--- src/design/ctpg_pkg.sv ---
// constants, field layouts and reset values for the clock tree and pwm generator
package ctpg_pkg;

  // bus geometry
  localparam int AXI_ADDR_W = 8;
  localparam int AXI_DATA_W = 32;
  localparam int DIV_W      = 8;
  localparam int DUTY_W     = 8;

  // register byte offsets
  localparam logic [7:0] CLK_CFG_OFS    = 8'h00;
  localparam logic [7:0] PWM_CTRL_OFS   = 8'h04;
  localparam logic [7:0] PWM_DUTY_OFS   = 8'h08;
  localparam logic [7:0] CLK_STATUS_OFS = 8'h0C;

  // clock configuration fields
  localparam int BUS_DIV_LSB = 0;
  localparam int MEM_DIV_LSB = 8;
  localparam int PIX_DIV_LSB = 16;
  localparam int PIX_SEL_LSB = 24;

  // pwm control fields
  localparam int PWM_DIV_LSB   = 0;
  localparam int PWM_SEL_LSB   = 8;
  localparam int PWM_CLKEN_BIT = 16;
  localparam int PWM_FORCE_BIT = 17;
  localparam int PWM_MODEN_BIT = 18;

  // status fields
  localparam int STS_SEC_BIT     = 0;
  localparam int STS_OUT_BIT     = 1;
  localparam int STS_PIXSEL_LSB  = 2;
  localparam int STS_PWMSEL_LSB  = 4;
  localparam int STS_CLKLVL_LSB  = 6;

  // reset values: every divider field 0 means divide by one
  localparam logic [31:0] CLK_CFG_RST  = 32'h0000_0000;
  localparam logic [31:0] PWM_CTRL_RST = 32'h0000_0000;
  localparam logic [31:0] PWM_DUTY_RST = 32'h0000_0000;

  // source idle limit in sys_clk cycles, for activity and select handover
  localparam logic [11:0] SRC_IDLE_CYCLES = 12'h400;

  // bus responses
  localparam logic [1:0] RESP_OKAY   = 2'h0;
  localparam logic [1:0] RESP_SLVERR = 2'h2;

  // pixel clock sources
  typedef enum logic [1:0] {
    PIX_SRC_PRIMARY   = 2'b00,
    PIX_SRC_SECONDARY = 2'b01,
    PIX_SRC_BUS       = 2'b10,
    PIX_SRC_MEMORY    = 2'b11
  } ctpg_pix_src_t;

  // pulse width clock sources
  typedef enum logic [1:0] {
    PWM_SRC_PRIMARY   = 2'b00,
    PWM_SRC_SECONDARY = 2'b01,
    PWM_SRC_MEMORY    = 2'b10,
    PWM_SRC_PIXEL     = 2'b11
  } ctpg_pwm_src_t;

endpackage : ctpg_pkg

--- src/design/ctpg_if.sv ---
// interfaces between the clock tree top and its divider and modulator
`timescale 1ns/100ps
`default_nettype none

interface ctpg_div_if;
  logic                       srcTick;
  logic [ctpg_pkg::DIV_W-1:0] ratio;
  logic                       outTick;
  logic                       clkLvl;
  modport ctrl (output srcTick, output ratio, input outTick, input clkLvl);
  modport div  (input srcTick, input ratio, output outTick, output clkLvl);
endinterface : ctpg_div_if

interface ctpg_pwm_if;
  logic                        tick;
  logic                        clkEn;
  logic                        modEn;
  logic                        forceHigh;
  logic [ctpg_pkg::DUTY_W-1:0] duty;
  logic                        pulse_width_output;
  logic                        periodTick;
  modport ctrl (output tick, output clkEn, output modEn, output forceHigh, output duty,
                input pulse_width_output, input periodTick);
  modport pwm  (input tick, input clkEn, input modEn, input forceHigh, input duty,
                output pulse_width_output, output periodTick);
endinterface : ctpg_pwm_if

`default_nettype wire

--- src/design/ctpg_clk_div.sv ---
// programmable tick divider: one output tick per (ratio + 1) source ticks
`timescale 1ns/100ps
`default_nettype none

module ctpg_clk_div
  import ctpg_pkg::*;
(
  // clock and reset
  input  wire logic sys_clk,
  input  wire logic srst,
  // divider link
  ctpg_div_if.div   dIf
);

  logic [DIV_W-1:0] cnt_q;
  logic             outTick_q;
  logic             clkLvl_q;
  logic             wrap;

  // a shrunk ratio mid-count wraps at once instead of running to 255
  assign wrap = (cnt_q >= dIf.ratio);

  always_ff @(posedge sys_clk) begin
    if (srst) begin
      cnt_q <= '0;
    end else if (dIf.srcTick) begin
      cnt_q <= wrap ? '0 : cnt_q + 1'b1;
    end
  end

  always_ff @(posedge sys_clk) begin
    if (srst) begin
      outTick_q <= 1'b0;
    end else begin
      outTick_q <= dIf.srcTick & wrap;
    end
  end

  // level view of the divided clock, high while the count is at most half the ratio
  always_ff @(posedge sys_clk) begin
    if (srst) begin
      clkLvl_q <= 1'b0;
    end else begin
      clkLvl_q <= (cnt_q <= (dIf.ratio >> 1));
    end
  end

  assign dIf.outTick = outTick_q;
  assign dIf.clkLvl  = clkLvl_q;

endmodule : ctpg_clk_div

`default_nettype wire

--- src/design/ctpg_clock_tree.sv ---
// clock tree and pulse width generator top with axi4-lite register slave
//
// Behaviour
// RULE1: primary and secondary clock inputs feed the tree; the secondary may be absent.
// RULE2: pixel clock source selects primary, secondary, bus clock or memory clock.
// RULE3: pixel clock is its selected source divided by a programmable ratio.
// RULE4: bus clock always comes from the primary input divided by a ratio.
// RULE5: memory clock always comes from the bus clock divided by its ratio.
// RULE6: software keeps the memory divider at one unless memory clock would be too fast.
// RULE7: clearing the pulse width clock enable stops that circuitry.
// RULE8: force-high drives the pulse width output high regardless of the modulator.
// RULE9: without force-high, output is low when modulation is off, modulated when on.
// RULE10: pulse width clock source selects primary, secondary, memory or pixel clock.
// RULE11: pulse width source divided by a ratio, then by 256 for the period.
// RULE12: duty value sets high periods out of every 256.
// RULE13: dividers are register fields; source changes are glitch free.
`timescale 1ns/100ps
`default_nettype none

module ctpg_clock_tree
  import ctpg_pkg::*;
(
  // clock and reset
  input  wire logic                                    sys_clk,
  input  wire logic                                    srst,
  // external clock pins
  input  wire logic                                    primaryClockInput,
  input  wire logic                                    secondaryClockInput,
  // axi4-lite write address
  input  wire logic                                    s_axi_awvalid,
  output var  logic                                    s_axi_awready,
  input  wire logic [ctpg_pkg::AXI_ADDR_W-1:0]         s_axi_awaddr,
  // axi4-lite write data
  input  wire logic                                    s_axi_wvalid,
  output var  logic                                    s_axi_wready,
  input  wire logic [ctpg_pkg::AXI_DATA_W-1:0]         s_axi_wdata,
  input  wire logic [ctpg_pkg::AXI_DATA_W/8-1:0]       s_axi_wstrb,
  // axi4-lite write response
  output var  logic                                    s_axi_bvalid,
  input  wire logic                                    s_axi_bready,
  output var  logic [1:0]                              s_axi_bresp,
  // axi4-lite read address
  input  wire logic                                    s_axi_arvalid,
  output var  logic                                    s_axi_arready,
  input  wire logic [ctpg_pkg::AXI_ADDR_W-1:0]         s_axi_araddr,
  // axi4-lite read data
  output var  logic                                    s_axi_rvalid,
  input  wire logic                                    s_axi_rready,
  output var  logic [ctpg_pkg::AXI_DATA_W-1:0]         s_axi_rdata,
  output var  logic [1:0]                              s_axi_rresp,
  // derived clock levels
  output var  logic                                    busClock,
  output var  logic                                    memoryClock,
  output var  logic                                    pixelClock,
  // panel side
  output var  logic                                    pulseWidthOutput
);

  ////////////////////////////////////////////////////////////////////////////
  // helpers

  function automatic logic pickTick(input logic [1:0] sel, input logic t0, input logic t1,
                                    input logic t2, input logic t3);
    case (sel)
      2'b00:   pickTick = t0;
      2'b01:   pickTick = t1;
      2'b10:   pickTick = t2;
      2'b11:   pickTick = t3;
      default: pickTick = 1'b0;
    endcase
  endfunction : pickTick

  function automatic logic [31:0] mergeBytes(input logic [31:0] old, input logic [31:0] neu,
                                             input logic [3:0] strb);
    mergeBytes = old;
    for (int b = 0; b < 4; b++) begin
      if (strb[b]) begin
        mergeBytes[b*8 +: 8] = neu[b*8 +: 8];
      end
    end
  endfunction : mergeBytes

  function automatic logic isMapped(input logic [AXI_ADDR_W-1:0] a);
    isMapped = (a == CLK_CFG_OFS) || (a == PWM_CTRL_OFS) ||
               (a == PWM_DUTY_OFS) || (a == CLK_STATUS_OFS);
  endfunction : isMapped

  ////////////////////////////////////////////////////////////////////////////
  // pin synchronisers and edge ticks

  // pins are asynchronous to sys_clk; each sees two flops before the edge detector
  logic [1:0] pinMeta_q;
  logic [1:0] pinSync_q;
  logic [1:0] pinPrev_q;
  logic [1:0] pinTick_q;
  logic [1:0] pinRaw;

  assign pinRaw = {secondaryClockInput, primaryClockInput};

  always_ff @(posedge sys_clk) begin
    if (srst) begin
      pinMeta_q <= '0;
      pinSync_q <= '0;
    end else begin
      pinMeta_q <= pinRaw;
      pinSync_q <= pinMeta_q;
    end
  end

  always_ff @(posedge sys_clk) begin
    if (srst) begin
      pinPrev_q <= '0;
      pinTick_q <= '0;
    end else begin
      pinPrev_q <= pinSync_q;
      pinTick_q <= pinSync_q & ~pinPrev_q; // RULE1
    end
  end

  ////////////////////////////////////////////////////////////////////////////
  // secondary input activity

  // an absent secondary clock simply never ticks; status shows whether it runs
  logic [11:0] secIdle_q;
  logic        secActive_q;

  always_ff @(posedge sys_clk) begin
    if (srst) begin
      secIdle_q <= SRC_IDLE_CYCLES;
    end else if (pinTick_q[1]) begin
      secIdle_q <= '0;
    end else if (secIdle_q != SRC_IDLE_CYCLES) begin
      secIdle_q <= secIdle_q + 1'b1;
    end
  end

  always_ff @(posedge sys_clk) begin
    if (srst) begin
      secActive_q <= 1'b0;
    end else begin
      secActive_q <= (secIdle_q != SRC_IDLE_CYCLES); // RULE1
    end
  end

  ////////////////////////////////////////////////////////////////////////////
  // register file

  logic [31:0] clkCfg_q;
  logic [31:0] pwmCtrl_q;
  logic [31:0] pwmDuty_q;
  logic [31:0] status;

  ////////////////////////////////////////////////////////////////////////////
  // dividers: 0 bus, 1 memory, 2 pixel, 3 pulse width

  localparam int NDIV = 4;
  ctpg_div_if divIf [NDIV] ();

  logic [NDIV-1:0]  divSrc;
  logic [NDIV-1:0]  divTick;
  logic [NDIV-1:0]  divLvl;
  logic [DIV_W-1:0] divRatio [NDIV];

  assign divRatio[0] = clkCfg_q[BUS_DIV_LSB +: DIV_W];
  assign divRatio[1] = clkCfg_q[MEM_DIV_LSB +: DIV_W];
  assign divRatio[2] = clkCfg_q[PIX_DIV_LSB +: DIV_W];
  assign divRatio[3] = pwmCtrl_q[PWM_DIV_LSB +: DIV_W];

  for (genvar i = 0; i < NDIV; i++) begin : gDiv
    assign divIf[i].srcTick = divSrc[i];
    assign divIf[i].ratio   = divRatio[i]; // RULE13
    assign divTick[i]       = divIf[i].outTick;
    assign divLvl[i]        = divIf[i].clkLvl;
    ctpg_clk_div uDiv (
      .sys_clk (sys_clk),
      .srst    (srst),
      .dIf     (divIf[i])
    );
  end : gDiv

  ////////////////////////////////////////////////////////////////////////////
  // glitch-free source selection for pixel (0) and pulse width (1) clocks

  // new source waits for a period boundary or a quiet old source: no runt period
  logic [1:0]  selReq   [2];
  logic [1:0]  selAct_q [2];
  logic [11:0] selIdle_q [2];
  logic [1:0]  muxTick;
  logic [1:0]  muxBound;

  assign selReq[0]   = clkCfg_q[PIX_SEL_LSB +: 2];
  assign selReq[1]   = pwmCtrl_q[PWM_SEL_LSB +: 2];
  assign muxTick[0]  = pickTick(selAct_q[0], pinTick_q[0], pinTick_q[1],
                                divTick[0], divTick[1]); // RULE2
  assign muxTick[1]  = pickTick(selAct_q[1], pinTick_q[0], pinTick_q[1],
                                divTick[1], divTick[2]); // RULE10
  assign muxBound[0] = divTick[2];
  assign muxBound[1] = divTick[3];

  for (genvar m = 0; m < 2; m++) begin : gSel
    always_ff @(posedge sys_clk) begin
      if (srst) begin
        selIdle_q[m] <= '0;
      end else if (muxTick[m]) begin
        selIdle_q[m] <= '0;
      end else if (selIdle_q[m] != SRC_IDLE_CYCLES) begin
        selIdle_q[m] <= selIdle_q[m] + 1'b1;
      end
    end

    always_ff @(posedge sys_clk) begin
      if (srst) begin
        selAct_q[m] <= 2'b00;
      end else if (muxBound[m] || (selIdle_q[m] == SRC_IDLE_CYCLES)) begin
        selAct_q[m] <= selReq[m]; // RULE13
      end
    end
  end : gSel

  assign divSrc[0] = pinTick_q[0];                           // RULE4
  assign divSrc[1] = divTick[0];                             // RULE5
  assign divSrc[2] = muxTick[0];                             // RULE3
  assign divSrc[3] = muxTick[1] & pwmCtrl_q[PWM_CLKEN_BIT];  // RULE7 RULE11

  ////////////////////////////////////////////////////////////////////////////
  // modulator

  ctpg_pwm_if pwmIf ();

  assign pwmIf.tick      = divTick[3];
  assign pwmIf.clkEn     = pwmCtrl_q[PWM_CLKEN_BIT]; // RULE7
  assign pwmIf.modEn     = pwmCtrl_q[PWM_MODEN_BIT]; // RULE9
  assign pwmIf.forceHigh = pwmCtrl_q[PWM_FORCE_BIT]; // RULE8
  assign pwmIf.duty      = pwmDuty_q[DUTY_W-1:0];    // RULE12

  ctpg_pwm uPwm (
    .sys_clk (sys_clk),
    .srst    (srst),
    .pIf     (pwmIf)
  );

  assign pulseWidthOutput = pwmIf.pulse_width_output;

  ////////////////////////////////////////////////////////////////////////////
  // clock level outputs

  always_ff @(posedge sys_clk) begin
    if (srst) begin
      {pixelClock, memoryClock, busClock} <= 3'h0;
    end else begin
      {pixelClock, memoryClock, busClock} <= divLvl[2:0];
    end
  end

  ////////////////////////////////////////////////////////////////////////////
  // axi4-lite write channel

  logic                  awHeld_q;
  logic                  wHeld_q;
  logic [AXI_ADDR_W-1:0] awAddr_q;
  logic [31:0]           wData_q;
  logic [3:0]            wStrb_q;
  logic                  doWrite;

  // address and data are taken in either order; the write lands once both are in
  assign doWrite = awHeld_q && wHeld_q && !s_axi_bvalid;

  always_ff @(posedge sys_clk) begin
    if (srst) begin
      awHeld_q      <= 1'b0;
      awAddr_q      <= '0;
      s_axi_awready <= 1'b0;
    end else if (s_axi_awvalid && s_axi_awready) begin
      awHeld_q      <= 1'b1;
      awAddr_q      <= s_axi_awaddr;
      s_axi_awready <= 1'b0;
    end else begin
      awHeld_q      <= awHeld_q && !doWrite;
      s_axi_awready <= s_axi_awready || (!awHeld_q && !s_axi_bvalid);
    end
  end

  always_ff @(posedge sys_clk) begin
    if (srst) begin
      wHeld_q      <= 1'b0;
      wData_q      <= '0;
      wStrb_q      <= '0;
      s_axi_wready <= 1'b0;
    end else if (s_axi_wvalid && s_axi_wready) begin
      wHeld_q      <= 1'b1;
      wData_q      <= s_axi_wdata;
      wStrb_q      <= s_axi_wstrb;
      s_axi_wready <= 1'b0;
    end else begin
      wHeld_q      <= wHeld_q && !doWrite;
      s_axi_wready <= s_axi_wready || (!wHeld_q && !s_axi_bvalid);
    end
  end

  always_ff @(posedge sys_clk) begin
    if (srst) begin
      s_axi_bvalid <= 1'b0;
      s_axi_bresp  <= RESP_OKAY;
    end else if (doWrite) begin
      s_axi_bvalid <= 1'b1;
      s_axi_bresp  <= (isMapped(awAddr_q) && awAddr_q != CLK_STATUS_OFS) ? RESP_OKAY
                                                                        : RESP_SLVERR;
    end else if (s_axi_bready) begin
      s_axi_bvalid <= 1'b0;
    end
  end

  // software is trusted to keep the memory divider at one unless needed
  always_ff @(posedge sys_clk) begin
    if (srst) begin
      clkCfg_q  <= CLK_CFG_RST;
      pwmCtrl_q <= PWM_CTRL_RST;
      pwmDuty_q <= PWM_DUTY_RST;
    end else if (doWrite) begin
      case (awAddr_q)
        CLK_CFG_OFS:  clkCfg_q  <= mergeBytes(clkCfg_q, wData_q, wStrb_q) & 32'h03FF_FFFF;
        PWM_CTRL_OFS: pwmCtrl_q <= mergeBytes(pwmCtrl_q, wData_q, wStrb_q) & 32'h0007_03FF;
        PWM_DUTY_OFS: pwmDuty_q <= mergeBytes(pwmDuty_q, wData_q, wStrb_q) & 32'h0000_00FF;
        default:      clkCfg_q  <= clkCfg_q;
      endcase
    end
  end

  ////////////////////////////////////////////////////////////////////////////
  // status and axi4-lite read channel

  always_comb begin
    status                                = '0;
    status[STS_SEC_BIT]                   = secActive_q;
    status[STS_OUT_BIT]                   = pwmIf.pulse_width_output;
    status[STS_PIXSEL_LSB +: 2]           = selAct_q[0];
    status[STS_PWMSEL_LSB +: 2]           = selAct_q[1];
    status[STS_CLKLVL_LSB +: NDIV]        = divLvl;
  end

  always_ff @(posedge sys_clk) begin
    if (srst) begin
      s_axi_arready <= 1'b0;
      s_axi_rvalid  <= 1'b0;
      s_axi_rdata   <= '0;
      s_axi_rresp   <= RESP_OKAY;
    end else if (s_axi_arvalid && s_axi_arready) begin
      s_axi_arready <= 1'b0;
      s_axi_rvalid  <= 1'b1;
      s_axi_rresp   <= isMapped(s_axi_araddr) ? RESP_OKAY : RESP_SLVERR;
      case (s_axi_araddr)
        CLK_CFG_OFS:    s_axi_rdata <= clkCfg_q;
        PWM_CTRL_OFS:   s_axi_rdata <= pwmCtrl_q;
        PWM_DUTY_OFS:   s_axi_rdata <= pwmDuty_q;
        CLK_STATUS_OFS: s_axi_rdata <= status;
        default:        s_axi_rdata <= '0;
      endcase
    end else if (s_axi_rvalid) begin
      s_axi_rvalid <= !s_axi_rready;
    end else begin
      s_axi_arready <= 1'b1;
    end
  end

endmodule : ctpg_clock_tree

`default_nettype wire

--- src/design/ctpg_pwm.sv ---
// pulse width modulator: duty counted over 256 pulse width clock periods
`timescale 1ns/100ps
`default_nettype none

module ctpg_pwm
  import ctpg_pkg::*;
(
  // clock and reset
  input  wire logic sys_clk,
  input  wire logic srst,
  // modulator link
  ctpg_pwm_if.pwm   pIf
);

  logic [DUTY_W-1:0] phase_q;
  logic              out_q;
  logic              period_q;

  // fixed divide by 256 through the 8-bit phase wrap
  always_ff @(posedge sys_clk) begin
    if (srst) begin
      phase_q <= '0;
    end else if (!pIf.clkEn) begin
      phase_q <= '0; // RULE7
    end else if (pIf.tick) begin
      phase_q <= phase_q + 1'b1; // RULE11
    end
  end

  always_ff @(posedge sys_clk) begin
    if (srst) begin
      period_q <= 1'b0;
    end else begin
      period_q <= pIf.clkEn & pIf.tick & (phase_q == '1);
    end
  end

  always_ff @(posedge sys_clk) begin
    if (srst) begin
      out_q <= 1'b0;
    end else if (pIf.forceHigh) begin
      out_q <= 1'b1; // RULE8
    end else if (!pIf.modEn || !pIf.clkEn) begin
      out_q <= 1'b0; // RULE9
    end else begin
      out_q <= (phase_q < pIf.duty); // RULE12
    end
  end

  assign pIf.pulse_width_output     = out_q;
  assign pIf.periodTick = period_q;

endmodule : ctpg_pwm

`default_nettype wire

--- config.mk ---
export PLATFORM = sky130hd
export DESIGN_NAME = ctpg_clock_tree
export DESIGN_NICKNAME = d
export VERILOG_FILES = /design/src/design/ctpg_pkg.sv /design/src/design/ctpg_if.sv /design/src/design/ctpg_clk_div.sv /design/src/design/ctpg_clock_tree.sv /design/src/design/ctpg_pwm.sv
export SDC_FILE = /design/constraint.sdc
export NUM_CORES = 1
export LEC_CHECK = 0
export BUFFER_PORTS_ARGS = -buffer_cell sky130_fd_sc_hd__buf_4
export CAP_MARGIN = 20
export CORE_MARGIN = 2
export CORE_UTILIZATION = 45
export DETAILED_ROUTE_END_ITERATION = 16
export GPL_TIMING_DRIVEN = 1
export HOLD_SLACK_MARGIN = 0.15
export PLACE_DENSITY = 0.66
export SLEW_MARGIN = 20
export SYNTH_ARGS = -nofsm -noshare
export SYNTH_HDL_FRONTEND = slang
export SYNTH_SLANG_ARGS = --single-unit
--- constraint.sdc ---
create_clock -name sys_clk -period 6.2 [get_ports sys_clk]
set_input_delay 1.24 -clock sys_clk [delete_from_list [all_inputs] [get_ports sys_clk]]
set_output_delay 1.24 -clock sys_clk [all_outputs]
set_load 0.05 [all_outputs]
* Word level (Yosys, flattened, before mapping)
Memory sizes are Yosys's and may differ from the RTL's.
Index checks and enable logic that the tools add are counted.
Widths: inputs -> output; s select.
** Cells by class
- Div/mod/pow operators :: 0
- Multiply operators :: 0
- Order comparisons :: 9
- Mux-type cells :: 47
- Reductions and logical operators :: 47
- Bitwise gates (word level) :: 14
- Shift operators :: 0
- Add/sub/neg operators :: 8
- Equal/unequal tests :: 18
** Operator list (number)
- $pmux 26 s4 :: 1
- $mux 12 :: 4
- $add 8x1->8 const B :: 5
- $add 12x1->12 const B :: 3
- $ne 12x11->1 const B :: 3
- $eq 8x4->1 const B :: 4
- $ge 8x8->1 :: 4
- $le 8x7->1 :: 4
- $mux 8 :: 4
- $mux 1 :: 30
- $eq 12x11->1 const B :: 2
- $reduce_and 3->1 :: 8
- $mux 11 :: 2
- $eq 8x3->1 const B :: 2
- $logic_not 8->1 :: 2
- $logic_or 1x1->1 :: 11
- $logic_and 1x1->1 :: 10
- $reduce_or 2->1 :: 5
- $eq 2x2->1 const B :: 4
- $lt 8x8->1 :: 1
- $mux 2 :: 4
- $ne 8x4->1 const B :: 1
- $pmux 1 s4 :: 2
- $logic_not 1->1 :: 7
- other kinds (8) :: 20
** Storage, ports and cells
- Word-level logic and storage cells :: 190
- ROM bits :: 0
- Register bits after elaboration :: 201
- RAM bits :: 28
- Latch bits :: 0
- Input port bits :: 61
- Memories :: 2
** Memory list
- selIdle_q :: words 2, bits a word 12, rd ports 2, clocked after Yosys merged registers in 0, wr ports 2, line ctpg_clock_tree.sv:187 : logic [11:0] selIdle_q [2];
- selAct_q :: words 2, bits a word 2, rd ports 2, clocked after Yosys merged registers in 0, wr ports 2, line ctpg_clock_tree.sv:186 : logic [1:0] selAct_q [2];

* Depth between registers and ports, before layout
An unclocked memory read counts as a cell.
- Depth in word-level cells :: 8
- Depth in mapped cells :: 8
- Gate-level depth less buffers :: 7

* Modules after synthesis
A second synthesis with hierarchy kept.
** Unflattened totals
- Cell total of the unflattened synthesis :: 1155
- Area, all modules :: 10704.0 µm²
** Modules (own cells, without submodules)
- ctpg_clock_tree :: cells an instance 723, times used 1, area each 7040.5 µm²
- ctpg_clk_div :: cells an instance 91, times used 4, area each 770.7 µm²
- ctpg_pwm :: cells an instance 68, times used 1, area each 580.6 µm²

* Worst setup path before layout
Ideal clock, no wire load.
- Path kind :: input -> register
- Start point :: in s_axi_araddr[0] (netlist bit)
- End point :: reg s_axi_rdata[13] (netlist bit)
- Cell stages on the path :: 6
- Path slack :: 3.370 ns
- Data required time :: 6.135 ns
- Arrival :: 2.766 ns
- Setup time :: 0.065 ns
- Cell sequence :: or4_4 or4_4 nor3_4 buf_6 a22oi_1 nor2_2
** On the way
- Longest elaborated chain between the ends :: 2
- Elaborated cells on any way between the ends :: 5
- Classes of those cells :: 3 x eq/ne; 1 x mux; 1 x reduce/logical
** RTL lines
- start: declaration :: line ctpg_clock_tree.sv:45 : input wire logic [ctpg_pkg::AXI_ADDR_W-1:0] s_axi_araddr,
- $eq 8x4->1 (tied with other cells) :: line ctpg_clock_tree.sv:351 : case (s_axi_araddr)
- $pmux 26 s4 * :: line ctpg_clock_tree.sv:351
- end signal: assignment :: line ctpg_clock_tree.sv:352 : CLK_CFG_OFS: s_axi_rdata <= clkCfg_q;
- end signal: assignment :: line ctpg_clock_tree.sv:353 : PWM_CTRL_OFS: s_axi_rdata <= pwmCtrl_q;
- end signal: assignment :: line ctpg_clock_tree.sv:354 : PWM_DUTY_OFS: s_axi_rdata <= pwmDuty_q;
- end: declaration :: line ctpg_clock_tree.sv:49 : output var logic [ctpg_pkg::AXI_DATA_W-1:0] s_axi_rdata,
Every way passes the cells marked *; elsewhere a longest branch is shown, timed or not.
A chain may end at the register's enable or synchronous reset.

* Worst setup path after layout
- Start point :: in s_axi_araddr[0] (netlist bit)
- End point :: reg s_axi_rdata[17] (netlist bit)
Same word-level chain as after synthesis.

==> flow_metrics.env <==
export IMPL_antenna_cells=0
export IMPL_syn2layout_area_growth_pct=15.21
export IMPL_cts_root_buf="clkbuf_16"
export IMPL_hold_ws_ns=0.3855
export IMPL_hpwlAfterDp_mm=17.33
export IMPL_postSynthCellCount=1204
export IMPL_final_util_pct=52.92
export IMPL_period_needed_ns=2.893
export IMPL_cp_required_ns=6.64
export IMPL_worstPathMaxFanout=16
export IMPL_synth_edff_count=28
export IMPL_syn_area_per_cell_um2=8.982
export IMPL_min_delay_start="pinPrev_q[1]"
export IMPL_ant_nets=0
export IMPL_cts_sinks=221
export IMPL_cp_start_kind="primary input"
export IMPL_outcome="finished clean"
export IMPL_grt_setup_unrepaired="false"
export IMPL_coreArea_mm2=0.02354
export IMPL_dp_cells=1565
export IMPL_pre_cts_slack_ns=2.760
export IMPL_finalCritPeriodShare_pct=46.67
export IMPL_cts_made_buffers=24
export IMPL_cts_hold_buf=0
export IMPL_total_leakage_power_nw=4.797
export IMPL_final_common_cell="dfxtp_1"
export IMPL_postCtsSetupBuffers=0
export IMPL_power_density_mw_per_mm2=252.5
export IMPL_ys_seq_elements=221
export IMPL_start_util_pct=45.93
export IMPL_design_area_mm2=0.01246
export IMPL_synth_distinct_cells=61
export IMPL_syn_cell_area_mm2=0.01081
export IMPL_nets=1411
export IMPL_antenna_found_initial=0
export IMPL_clkSlewWorstSetupHoldPaths_ns=0.06
export IMPL_cp_cell_sequence="buf_4, or4_4, or4_4, nor3_4, a22oi_1, a21oi_1"
export IMPL_layout_common_cells="dfxtp_1, nand2_1, a21oi_1, buf_4, nor2_1"
export IMPL_synth_seq_area_share_pct=43.50
export IMPL_cp_arrival_ns=3.33
export IMPL_cpMostUsedCell="or4_4"
export IMPL_r2r_cells=5
export IMPL_dieWidth_um=159.0
export IMPL_cts_max_level=1
export IMPL_finClkSkew_ns=0.01553
export IMPL_crit_slowest_cell="nor3_4"
export IMPL_setup_ws_ns=3.307
export IMPL_cts_resized=0
export IMPL_dieArea_mm2=0.02529
export IMPL_grt_max_degree=96
export IMPL_clk_latency_ns=0.51
export IMPL_max_stage_delay_ns=0.59
export IMPL_cp_num_buf_inv=1
export IMPL_grtUsageTotal_pct=19.24
export IMPL_max_vdd_ir_drop_mv=0.2066
export IMPL_worst_pin_slew_ns=1.044
export IMPL_placed_area_mm2=0.01166
export IMPL_drv_slew=0
export IMPL_cap_viol_max_count=0
export IMPL_hp_class="reg -> reg"
export IMPL_post_drt_wl_per_cell_um=15.35
export IMPL_p_total_mw=3.146
export IMPL_tns_ns=0
export IMPL_stdcell_count=1609
export IMPL_grt_pass1_wl_mm=41.32
export IMPL_wirelength_mm=24.70
export IMPL_io_pins=106
export IMPL_critical_path_top_delay_family="simple AND/OR/NAND/NOR gates"
export IMPL_max_freq_mhz=345.6
export IMPL_worst_setup_path_end_kind="register"
export IMPL_finalHoldViolCount=0
export IMPL_synth_top_flop_cell="dfxtp_1"
export IMPL_dr_first_iter_drc_count=456
export IMPL_first_pass_iters=4
export IMPL_vias=8741
export IMPL_async_reset_ff_share_pct=0
export IMPL_crit_path_start="s_axi_araddr[0]"
export IMPL_setup_viol=0
export IMPL_cts_path_max_buffers=3
export IMPL_cts_tree="built"
export IMPL_grt_overflow=0
export IMPL_port_buffers=91
export IMPL_layout_drive_gt1_share_pct=12.79
export IMPL_place_congestion=0.8338
export IMPL_die_height_um=159.0
export IMPL_num_rows=56
export IMPL_grt_pass1_vias=8277
export IMPL_route_detailed_drc=0
export IMPL_via_per_inst=5.433
export IMPL_crit_type="in -> reg"
export IMPL_crit_cells=6
export IMPL_min_path_cells=1
export IMPL_yosys_warnings=0
export IMPL_rr_startpoint="pinTick_q[0]"
export IMPL_relSlewSlack_pct=30.37
cell type report:
| cell class | count | area [um2] |
|---|---|---|
| Clock inverter | 8 | 91.34 |
| Clock buffer | 36 | 706.9 |
| Multi-Input combinational cell | 867 | 5600 |
| Timing Repair Buffer | 96 | 724.4 |
| Fill cell | 2222 | 11080 |
| Tap cell | 319 | 399.1 |
| Sequential cell | 221 | 4705 |
| Inverter | 62 | 232.7 |
sequential cells by signal, indices dropped and copies added (netlist names), 12 cells and up:
name             count
gDiv.uDiv.cnt_q     32
clkCfg_q            26
s_axi_rdata         26
wData_q             26
selIdle_q           24
pwmCtrl_q           13
secIdle_q           12
cells by family after synthesis:
family	count (synthesis)	share of synthesized area (%)
buffers and inverters	123	5.114
flip-flops	221	43.50
adder cells (fa/ha/maj)	78	9.025
AND/OR/NAND/NOR	472	21.99
other	1	0.03468
XOR/XNOR	38	3.078
AO/OA/AOI/OAI	241	13.26
multiplexers	30	3.992
worst paths after layout:
check	end	slack [ns]
setup / recovery	s_axi_rdata[17]	3.31
hold / removal	pinTick_q[1]	0.39
setup reg to reg	gDiv[2].uDiv.cnt_q[6]	3.52
hold reg to reg	pinTick_q[1]	0.39
Yosys cell counts (all sizes together) (4+ instances only):
master / instances / area share (%)
nand2b: 14 / 0.81
nand4b: 9 / 0.73
and4: 6 / 0.49
nand3: 67 / 3.1
ha: 78 / 9.0
nor2: 98 / 3.6
o21ai: 36 / 1.7
buf: 16 / 1.2
inv: 62 / 2.2
a21oi: 123 / 5.7
nor3: 20 / 1.0
nor2b: 18 / 1.0
nand3b: 8 / 0.56
dfxtp: 193 / 36
or4: 4 / 0.38
and2: 6 / 0.35
or3: 6 / 0.35
nand2: 150 / 5.2
xnor2: 11 / 0.89
edfxtp: 28 / 7.8
and3: 22 / 1.3
a211oi: 19 / 1.3
a21o: 8 / 0.56
clkbuf: 45 / 1.7
xor2: 27 / 2.2
nor3b: 6 / 0.46
nor4b: 6 / 0.54
a2111oi: 4 / 0.32
mux4: 10 / 2.1
nand4: 21 / 1.2
o21a: 5 / 0.35
mux2i: 18 / 1.7
nor4: 8 / 0.60
a22oi: 24 / 1.7
o211ai: 4 / 0.28
report_power, final:
part	switching (mW)	internal (mW)	leakage, nW	total (mW)
Sequential	0.0336	1.48	1.90	1.51
Combinational	0.119	0.0735	2.51	0.193
Clock	0.571	0.869	0.391	1.44
Total	0.724	2.42	4.80	3.15
routing by layer:
metal	track usage, %	wire [um]	up-vias
met1	26.78	11840	4128
met3	2.370	977	27
li1	-	-	4413
met5	0	0	-
met2	32.00	11490	173
met4	4.545	384	0
Power figures use the tool's default switching activity.
